==> src/hdl/hps_pkg.sv <==
// constants and types shared by the playback sequencer files
package hps_pkg;

  // ------------------------------------------------------------------
  // register offsets
  // ------------------------------------------------------------------
  localparam logic [7:0] ADDR_MODE      = 8'h01;
  localparam logic [7:0] ADDR_DRIVE_VALUE = 8'h02;
  localparam logic [7:0] ADDR_FLOAT     = 8'h03;
  localparam logic [7:0] ADDR_SLOT_FIRST = 8'h04;
  localparam logic [7:0] ADDR_SLOT_LAST = 8'h0B;
  localparam logic [7:0] ADDR_TRIGGER   = 8'h0C;
  localparam logic [7:0] ADDR_CONTROL   = 8'h1D;

  // ------------------------------------------------------------------
  // field positions and codes
  // ------------------------------------------------------------------
  localparam int unsigned MODE_LSB      = 0;
  localparam int unsigned MODE_MSB      = 2;
  localparam int unsigned STANDBY_BIT   = 6;
  localparam int unsigned FLOAT_BIT     = 4;
  localparam int unsigned TRIGGER_BIT   = 0;
  localparam int unsigned SIGN_SEL_BIT  = 3;
  localparam int unsigned WAIT_FLAG_BIT = 7;
  localparam logic [2:0]  MODE_INTERNAL = 3'h0;
  localparam logic [2:0]  MODE_REALTIME = 3'h5;
  localparam logic [6:0]  SLOT_END      = 7'h00;

  // ------------------------------------------------------------------
  // reset values
  // ------------------------------------------------------------------
  localparam logic [7:0] RST_MODE      = 8'h40;
  localparam logic [7:0] RST_DRIVE_VALUE = 8'h00;
  localparam logic [7:0] RST_FLOAT     = 8'h00;
  localparam logic [7:0] RST_SLOT      = 8'h00;
  localparam logic [7:0] RST_CONTROL   = 8'h00;
  localparam logic [7:0] RST_RDATA     = 8'h00;

  // ------------------------------------------------------------------
  // counts and timing
  // ------------------------------------------------------------------
  localparam int unsigned SLOT_COUNT    = 8;
  localparam int unsigned CLK_HZ        = 20_000_000;
  localparam int unsigned WAIT_UNIT_MS  = 10;
  localparam int unsigned WAIT_UNIT_CYCLES = WAIT_UNIT_MS * (CLK_HZ / 1000);

  typedef enum logic [1:0] {
    HPS_IDLE,
    HPS_FETCH,
    HPS_PLAY,
    HPS_WAIT
  } hps_state_type;

endpackage : hps_pkg

==> src/hdl/hps_wait_if.sv <==
// carrier between sequencer and its wait timer
`timescale 1ns/100ps
interface hps_wait_if;
  logic       start;
  logic       abort;
  logic [6:0] units;
  logic       done;

  modport ctrl  (output start, output abort, output units, input done);
  modport timer (input start, input abort, input units, output done);
endinterface : hps_wait_if

==> src/hdl/hps_wait_timer.sv <==
// wait timer counting whole wait units
`timescale 1ns/100ps
module hps_wait_timer #(
  parameter int unsigned UNIT_CYCLES = hps_pkg::WAIT_UNIT_CYCLES
) (
  input  wire logic clk_i,
  input  wire logic arst_n_i,
  hps_wait_if.timer wt
);

  localparam int unsigned TW = (UNIT_CYCLES > 1) ? $clog2(UNIT_CYCLES) : 1;
  localparam logic [TW-1:0] TICK_LAST = TW'(UNIT_CYCLES - 1);

  logic          busy_reg;
  logic          done_reg;
  logic [TW-1:0] tick_reg;
  logic [6:0]    units_reg;

  wire tick_wrap = busy_reg && (tick_reg == TICK_LAST);
  wire last_unit = (units_reg == 7'h01);

  assign wt.done = done_reg;

  // ------------------------------------------------------------------
  // counters
  // ------------------------------------------------------------------
  always_ff @(posedge clk_i or negedge arst_n_i)
  begin
    if (!arst_n_i)
    begin
      busy_reg  <= 1'b0;
      done_reg  <= 1'b0;
      tick_reg  <= '0;
      units_reg <= 7'h00;
    end
    else if (wt.abort)
    begin
      busy_reg <= 1'b0;
      done_reg <= 1'b0;
    end
    else if (wt.start)
    begin
      busy_reg  <= 1'b1;
      done_reg  <= 1'b0;
      tick_reg  <= '0;
      units_reg <= wt.units;
    end
    else
    begin
      done_reg <= tick_wrap && last_unit;
      tick_reg <= tick_wrap ? '0 : tick_reg + TW'(busy_reg);
      if (tick_wrap)
      begin
        units_reg <= units_reg - 7'h01;
        busy_reg  <= !last_unit;
      end
    end
  end

endmodule : hps_wait_timer

==> src/hdl/hps_sequencer.sv <==
// playback control registers, sequencer and real-time drive path
`timescale 1ns/100ps
module hps_sequencer #(
  parameter int unsigned WAIT_CYCLES = hps_pkg::WAIT_UNIT_CYCLES,
  parameter int unsigned SLOTS       = hps_pkg::SLOT_COUNT
) (
  input  wire logic              clk_i,
  input  wire logic              arst_n_i,
  input  wire logic              enable_pin_i,
  input  wire logic              reg_wr_i,
  input  wire logic              reg_rd_i,
  input  wire logic [7:0]        reg_addr_i,
  input  wire logic [7:0]        reg_wdata_i,
  output logic      [7:0]        reg_rdata_o,
  input  wire logic              wave_done_i,
  output logic                   wave_start_o,
  output logic                   wave_abort_o,
  output logic      [6:0]        wave_index_o,
  output logic signed [8:0]      drive_level_o,
  output logic                   drive_active_o,
  output logic                   out_float_o,
  output logic                   seq_busy_o
);

  localparam int unsigned SW = $clog2(SLOTS);
  localparam logic [SW-1:0] SLOT_LAST_IDX = SW'(SLOTS - 1);

  // ------------------------------------------------------------------
  // helpers
  // ------------------------------------------------------------------
  function automatic logic signed [8:0] to_level(
    input logic [7:0] value,
    input logic       unsigned_fmt
  );
    to_level = unsigned_fmt ? $signed({1'b0, value})
                            : $signed({value[7], value});
  endfunction : to_level

  function automatic logic slot_is_end(input logic [7:0] slot);
    slot_is_end = (slot[6:0] == hps_pkg::SLOT_END);
  endfunction : slot_is_end

  // ------------------------------------------------------------------
  // state
  // ------------------------------------------------------------------
  logic [7:0]             mode_reg;
  logic [7:0]             drive_value_reg;
  logic [7:0]             float_reg;
  logic [7:0]             control_reg;
  logic [7:0]             slot_reg [SLOTS];
  logic                   trigger_reg;
  logic                   trigger_next;
  logic [1:0]             en_sync_reg;
  hps_pkg::hps_state_type state_reg;
  hps_pkg::hps_state_type state_next;
  logic [SW-1:0]          slot_idx_reg;
  logic [SW-1:0]          slot_idx_next;
  logic                   wave_start_next;
  logic                   wave_abort_next;
  logic [6:0]             wave_index_next;
  logic                   seq_clear;
  logic                   wait_start;
  logic                   wait_abort;
  logic [7:0]             rd_mux;

  hps_wait_if wait_bus ();

  // ------------------------------------------------------------------
  // decode
  // ------------------------------------------------------------------
  wire wr_mode    = reg_wr_i && (reg_addr_i == hps_pkg::ADDR_MODE);
  wire wr_drive   = reg_wr_i && (reg_addr_i == hps_pkg::ADDR_DRIVE_VALUE);
  wire wr_float   = reg_wr_i && (reg_addr_i == hps_pkg::ADDR_FLOAT);
  wire wr_trigger = reg_wr_i && (reg_addr_i == hps_pkg::ADDR_TRIGGER);
  wire wr_control = reg_wr_i && (reg_addr_i == hps_pkg::ADDR_CONTROL);
  wire slot_hit   = (reg_addr_i >= hps_pkg::ADDR_SLOT_FIRST) &&
                    (reg_addr_i <= hps_pkg::ADDR_SLOT_LAST);
  wire [7:0] slot_off = reg_addr_i - hps_pkg::ADDR_SLOT_FIRST;
  wire [SW-1:0] wr_slot_idx = slot_off[SW-1:0];
  wire wr_slot    = reg_wr_i && slot_hit;

  wire [2:0] mode = mode_reg[hps_pkg::MODE_MSB:hps_pkg::MODE_LSB];
  wire standby    = mode_reg[hps_pkg::STANDBY_BIT];
  wire enable_pin = en_sync_reg[1];
  wire enabled    = enable_pin && !standby;
  wire rt_mode    = enabled && (mode == hps_pkg::MODE_REALTIME);
  wire unsigned_fmt = control_reg[hps_pkg::SIGN_SEL_BIT];
  wire [7:0] cur_slot = slot_reg[slot_idx_reg];
  wire cancel     = !trigger_reg || !enabled;
  wire last_slot  = (slot_idx_reg == SLOT_LAST_IDX);

  // float request gates straight through, no pipeline
  assign out_float_o = enabled && float_reg[hps_pkg::FLOAT_BIT];

  assign wait_bus.start = wait_start;
  assign wait_bus.abort = wait_abort;
  assign wait_bus.units = cur_slot[6:0];
  assign seq_busy_o     = (state_reg != hps_pkg::HPS_IDLE);

  // ------------------------------------------------------------------
  // read mux
  // ------------------------------------------------------------------
  always_comb
  begin
    if (reg_addr_i == hps_pkg::ADDR_MODE)
      rd_mux = mode_reg;
    else if (reg_addr_i == hps_pkg::ADDR_DRIVE_VALUE)
      rd_mux = drive_value_reg;
    else if (reg_addr_i == hps_pkg::ADDR_FLOAT)
      rd_mux = float_reg;
    else if (slot_hit)
      rd_mux = slot_reg[wr_slot_idx];
    else if (reg_addr_i == hps_pkg::ADDR_TRIGGER)
      rd_mux = {7'h00, trigger_reg};
    else if (reg_addr_i == hps_pkg::ADDR_CONTROL)
      rd_mux = control_reg;
    else
      rd_mux = 8'h00;
  end

  // ------------------------------------------------------------------
  // trigger bit
  // ------------------------------------------------------------------
  always_comb
  begin
    if (wr_trigger)
      trigger_next = reg_wdata_i[hps_pkg::TRIGGER_BIT];
    else if (seq_clear)
      trigger_next = 1'b0;
    else
      trigger_next = trigger_reg;
  end

  // ------------------------------------------------------------------
  // sequencer
  // ------------------------------------------------------------------
  always_comb
  begin
    state_next      = state_reg;
    slot_idx_next   = slot_idx_reg;
    wave_start_next = 1'b0;
    wave_abort_next = 1'b0;
    wave_index_next = wave_index_o;
    seq_clear       = 1'b0;
    wait_start      = 1'b0;
    wait_abort      = 1'b0;
    case (state_reg)
      hps_pkg::HPS_IDLE:
      begin
        if (trigger_reg && enabled)
        begin
          if (mode == hps_pkg::MODE_INTERNAL)
          begin
            slot_idx_next = '0;
            state_next    = hps_pkg::HPS_FETCH;
          end
          else
            seq_clear = 1'b1;
        end
        else if (trigger_reg)
          seq_clear = 1'b1;
      end
      hps_pkg::HPS_FETCH:
      begin
        if (cancel)
        begin
          seq_clear  = !enabled;
          state_next = hps_pkg::HPS_IDLE;
        end
        else if (slot_is_end(cur_slot))
        begin
          seq_clear  = 1'b1;
          state_next = hps_pkg::HPS_IDLE;
        end
        else if (cur_slot[hps_pkg::WAIT_FLAG_BIT])
        begin
          wait_start = 1'b1;
          state_next = hps_pkg::HPS_WAIT;
        end
        else
        begin
          wave_start_next = 1'b1;
          wave_index_next = cur_slot[6:0];
          state_next      = hps_pkg::HPS_PLAY;
        end
      end
      hps_pkg::HPS_PLAY:
      begin
        if (cancel)
        begin
          wave_abort_next = 1'b1;
          seq_clear       = !enabled;
          state_next      = hps_pkg::HPS_IDLE;
        end
        else if (wave_done_i)
        begin
          if (last_slot)
          begin
            seq_clear  = 1'b1;
            state_next = hps_pkg::HPS_IDLE;
          end
          else
          begin
            slot_idx_next = slot_idx_reg + SW'(1);
            state_next    = hps_pkg::HPS_FETCH;
          end
        end
      end
      hps_pkg::HPS_WAIT:
      begin
        if (cancel)
        begin
          wait_abort = 1'b1;
          seq_clear  = !enabled;
          state_next = hps_pkg::HPS_IDLE;
        end
        else if (wait_bus.done)
        begin
          if (last_slot)
          begin
            seq_clear  = 1'b1;
            state_next = hps_pkg::HPS_IDLE;
          end
          else
          begin
            slot_idx_next = slot_idx_reg + SW'(1);
            state_next    = hps_pkg::HPS_FETCH;
          end
        end
      end
      default:
        state_next = hps_pkg::HPS_IDLE;
    endcase
  end

  // ------------------------------------------------------------------
  // registers
  // ------------------------------------------------------------------
  always_ff @(posedge clk_i or negedge arst_n_i)
  begin
    if (!arst_n_i)
    begin
      mode_reg      <= hps_pkg::RST_MODE;
      drive_value_reg <= hps_pkg::RST_DRIVE_VALUE;
      float_reg     <= hps_pkg::RST_FLOAT;
      control_reg   <= hps_pkg::RST_CONTROL;
      trigger_reg   <= 1'b0;
      reg_rdata_o   <= hps_pkg::RST_RDATA;
      en_sync_reg   <= 2'h0;
    end
    else
    begin
      en_sync_reg <= {en_sync_reg[0], enable_pin_i};
      trigger_reg <= trigger_next;
      if (wr_mode)
        mode_reg <= reg_wdata_i;
      if (wr_drive)
        drive_value_reg <= reg_wdata_i;
      if (wr_float)
        float_reg <= reg_wdata_i & 8'h10;
      if (wr_control)
        control_reg <= reg_wdata_i;
      if (reg_rd_i)
        reg_rdata_o <= rd_mux;
    end
  end

  always_ff @(posedge clk_i or negedge arst_n_i)
  begin
    if (!arst_n_i)
    begin
      for (int i = 0; i < SLOTS; i++)
        slot_reg[i] <= hps_pkg::RST_SLOT;
    end
    else if (wr_slot)
      slot_reg[wr_slot_idx] <= reg_wdata_i;
  end

  always_ff @(posedge clk_i or negedge arst_n_i)
  begin
    if (!arst_n_i)
    begin
      state_reg    <= hps_pkg::HPS_IDLE;
      slot_idx_reg <= '0;
      wave_start_o <= 1'b0;
      wave_abort_o <= 1'b0;
      wave_index_o <= 7'h00;
    end
    else
    begin
      state_reg    <= state_next;
      slot_idx_reg <= slot_idx_next;
      wave_start_o <= wave_start_next;
      wave_abort_o <= wave_abort_next;
      wave_index_o <= wave_index_next;
    end
  end

  // ------------------------------------------------------------------
  // real-time drive path
  // ------------------------------------------------------------------
  always_ff @(posedge clk_i or negedge arst_n_i)
  begin
    if (!arst_n_i)
    begin
      drive_level_o  <= 9'sh000;
      drive_active_o <= 1'b0;
    end
    else
    begin
      drive_active_o <= rt_mode;
      drive_level_o  <= rt_mode ? to_level(drive_value_reg, unsigned_fmt)
                                : 9'sh000;
    end
  end

  // ------------------------------------------------------------------
  // wait timer
  // ------------------------------------------------------------------
  hps_wait_timer #(
    .UNIT_CYCLES (WAIT_CYCLES)
  ) u_wait_timer (
    .clk_i    (clk_i),
    .arst_n_i (arst_n_i),
    .wt       (wait_bus.timer)
  );

endmodule : hps_sequencer

==> config.mk <==
export PLATFORM = sky130hd
export DESIGN_NAME = hps_sequencer
export DESIGN_NICKNAME = d
export VERILOG_FILES = /design/src/hdl/hps_pkg.sv /design/src/hdl/hps_wait_if.sv /design/src/hdl/hps_wait_timer.sv /design/src/hdl/hps_sequencer.sv
export SDC_FILE = /design/constraint.sdc
export NUM_CORES = 1
export LEC_CHECK = 0
export ABC_AREA = 1
export BUFFER_PORTS_ARGS = -buffer_cell sky130_fd_sc_hd__buf_2
export CAP_MARGIN = 40
export CORE_ASPECT_RATIO = 0.8
export CORE_UTILIZATION = 55
export CTS_CLUSTER_DIAMETER = 100
export DETAILED_ROUTE_END_ITERATION = 6
export PLACE_DENSITY_LB_ADDON = 0.08
export SETUP_SLACK_MARGIN = 0.02
export SYNTH_ARGS = -nofsm -noshare
export SYNTH_HDL_FRONTEND = slang
export SYNTH_SLANG_ARGS = --single-unit
==> constraint.sdc <==
create_clock -name clk_i -period 1.95 [get_ports clk_i]
set_clock_uncertainty 0.15 [all_clocks]
set_input_delay 0 -clock clk_i [delete_from_list [all_inputs] [get_ports clk_i]]
set_output_delay 0 -clock clk_i [all_outputs]
set_load 0.01 [all_outputs]
==> impl_results.md <==
- Status: complete, but fails checks
- Failing checks: hold timing, setup timing
- Pwr Density: 764 mW/mm^2
- Chip height: 110 microns
- RSZ-0062 raised after global routing: yes
- Die outline area: 0.0151 sq mm
- 1st-iter DRT viols: 673
- Mapped Avg Cell Area: 7.94 sq um
- Synth Cell Area: 0.00805 sq mm
- Fraction of layout instances using a drive strength above 1: 19.2%
- Min Hold Slack: -3.84 ps
- Most instantiated library cell after synthesis: nand2_1
- Yosys warns: 0
- Min cycle time layout: 2150 ps
- Top FF cell, synth: dfrtp_1
- Data arrival, critical path: 2330 ps
- I/O pin count: 51
- Fin worst setup slack: -204 ps
- Antenna violations before repair: 0
- GRT Total Usage: 30.6%
- Pre-antenna DRT Iters: 5
- Synth top area share: 46.6%
- Clk pin slew, worst setup/hold paths: 60 ps
- Final slew viol count: 0
- Diode count: 0
- Final WL: 21800 microns
- EDFF count, synth: 0
- Peak supply drop: 858 uV
- Hold/Removal Path Class: in -> async
- Post-Syn Instances: 1014
- Critical path required time: 2120 ps
- R2R setup slack: -200 ps
- Relative slew slack: 50.2%
- Max cap viols: 0
- # rows: 39
- Clk Latency, worst-skew pair: 430 ps
- R2R cell count: 13
- Top cells by area, synth: dfrtp_1, nand2_1, o21ai_0, inv_1, nand3_1
- Share of flip-flops with an asynchronous set or reset: 100%
- Reg-to-Reg End: u_wait_timer.tick_reg[14]
- Number of port buffers: 50
- Dpl ws: -239 ps
- Synthesis-to-finish area growth: 22.3%
- Crit. End Element: register
- Final Hold Fails: 3
- Vias in the first global route: 6474
- Largest buffer count on any clock path: 2
- Combinational Power Share: 11.5%
- DP HPWL: 15400 microns
- Fin nets: 1167
- Antenna Nets Post-Route: 0
- DR vias: 7135
- P_int: 5.52 mW
- Flops & latches, synth: 151
- Post-Syn Nets: 1046
- CP Class: reg -> reg
- Fin util: 68.9%
- First-pass GRT wire length: 34700 microns
- Net Sw Frac: 26.7%
- Cell variety after synth: 49
- Grt ovf: 0
- Initial Utilization: 56.3%
- Largest net degree at the start of global routing: 59
- Max reg flops: 64
- Clk pwr share: 44.1%
- Wire length per cell: 16.3 microns
- Gp weighted congestion: 0.898
- Tcrit/Tclk final: 110%
- Final setup violation count: 38
- Clock Sinks: 151
- Worst slew pin tran: 745 ps
- RR Startpoint: slot_idx_reg[0]
- DRC Markers: 0
- Net Sw Power: 2.01 mW
- Die width: 137 microns
- Fmax: 464 MHz
- Root Driver: clkbuf_16
- Post-synth top cells: nand2_1, dfrtp_1, o21ai_0, inv_1, nor2_1
- Largest area contributor in the netlist: dfrtp_1
- Crit-path max FO: 13
- Leak Pwr: 4.82 nW
- Flop pwr share: 44.4%
- Via density per instance: 5.36
- Cts bufs inserted: 17
- Startpoint type of the worst setup path: register
- Total power: 7.52 mW
- CORE AREA: 0.0143 sq mm
- Seq/Total Area, Yosys: 47.0%
- Filler cell count: 1206
- H-tree levels: 4
- CTS tree: yes
## kinds of logic (layout without fill, tap and decap cells)
| kind of cell | after synthesis | count (layout) | synth area share (%) |
|---|---|---|---|
| AND/OR/NAND/NOR | 475 | 477 | 26.4 |
| AO/OA/AOI/OAI | 198 | 198 | 14.1 |
| buffers and inverters | 165 | 297 | 9.40 |
| flip-flops | 151 | 151 | 47.0 |
| XOR/XNOR | 15 | 15 | 1.63 |
| adder cells (fa/ha/maj) | 10 | 10 | 1.55 |
## cells in the final DEF, fill, tap and decap left out, types with 11 or more instances in the layout
cell type	n
dlygate4sd3_1	17
inv_1	109
o21ai_0	105
buf_4	61
clkbuf_16	17
nand2_2	15
o21ai_1	25
o221ai_1	11
a21oi_1	22
dfrtp_1	149
nor2_1	60
buf_2	50
nand3_1	48
nand2_1	303
xor2_1	13
## worst max-delay path: stages (launching register included)
cell,delay [ps]
dfrtp_2,460
buf_12,170
buf_8,140
nand2_1,60
nand3_1,70
nand3_1,90
nand2_2,90
nand2_1,90
nor2_2,50
nand2_4,90
nand4_4,140
a21oi_4,220
buf_8,170
nor2_1,50
## layout make-up
class | instances | area [sq um] | share of cell area [%]
Clock buffer | 19 | 443 | 4.50
Clock inverter | 13 | 146 | 1.49
Inverter | 121 | 483 | 4.91
Multi-Input combinational cell | 700 | 3630 | 36.8
Sequential cell | 151 | 3780 | 38.4
Tap cell | 184 | 230 | 2.34
Timing Repair Buffer | 144 | 1130 | 11.5
## worst max path at each step
| stage | start | endpoint | cells past startpoint |
|---|---|---|---|
| detailed placement | slot_idx_reg[0] | wave_index_o[1] | 13 |
| CTS | slot_idx_reg[0] | trigger_reg | 15 |
| global placement | slot_idx_reg[0] | u_wait_timer.tick_reg[14] | 13 |
| global route | slot_idx_reg[0] | u_wait_timer.units_reg[2] | 14 |
| finish | slot_idx_reg[0] | u_wait_timer.tick_reg[14] | 13 |
| floorplan | slot_idx_reg[0] | wave_index_o[5] | 14 |
## power by group through the flow
stage | sequential [mW] | combinational (mW) | clock [mW]
2_1_floorplan | 3.37 | 0.420 | 0
3_3_place_gp | 3.39 | 0.757 | 0
3_5_place_dp | 3.39 | 0.763 | 0
4_1_cts | 3.34 | 0.816 | 3.36
5_1_grt | 3.35 | 0.966 | 3.48
6_report | 3.34 | 0.869 | 3.31
## per-layer routing
layer / vias up / routed length [microns] / GRT usage [%] / share of wire [%]
li1: 3520 / - / - / -
met1: 3340 / 11000 / 46.7 / 50
met2: 245 / 9120 / 44.2 / 42
met3: 30 / 1310 / 4.94 / 6.0
met4: 0 / 363 / 9.58 / 1.7
met5: - / 0 / 0 / 0
## timing repair
action	4_1_cts	5_1_grt
gates resized for setup	29	27
hold buffers	17	0
pin swaps	5	17
gates cloned	2	2
setup buffers	11	9
endpoints found under the hold margin	249	0
endpoints found under the setup margin	37	60
## metrics by stage
stage	std cells	setup TNS (ps)	area, sq um
finish	1332	-6630	9850
global route	1332	-9820	9850
global placement	1260	-4380	8700
CTS	1322	-4050	9670
detailed placement	1260	-6620	8700
floorplan	1014	0	8050
(Power assumes the default switching activity.)
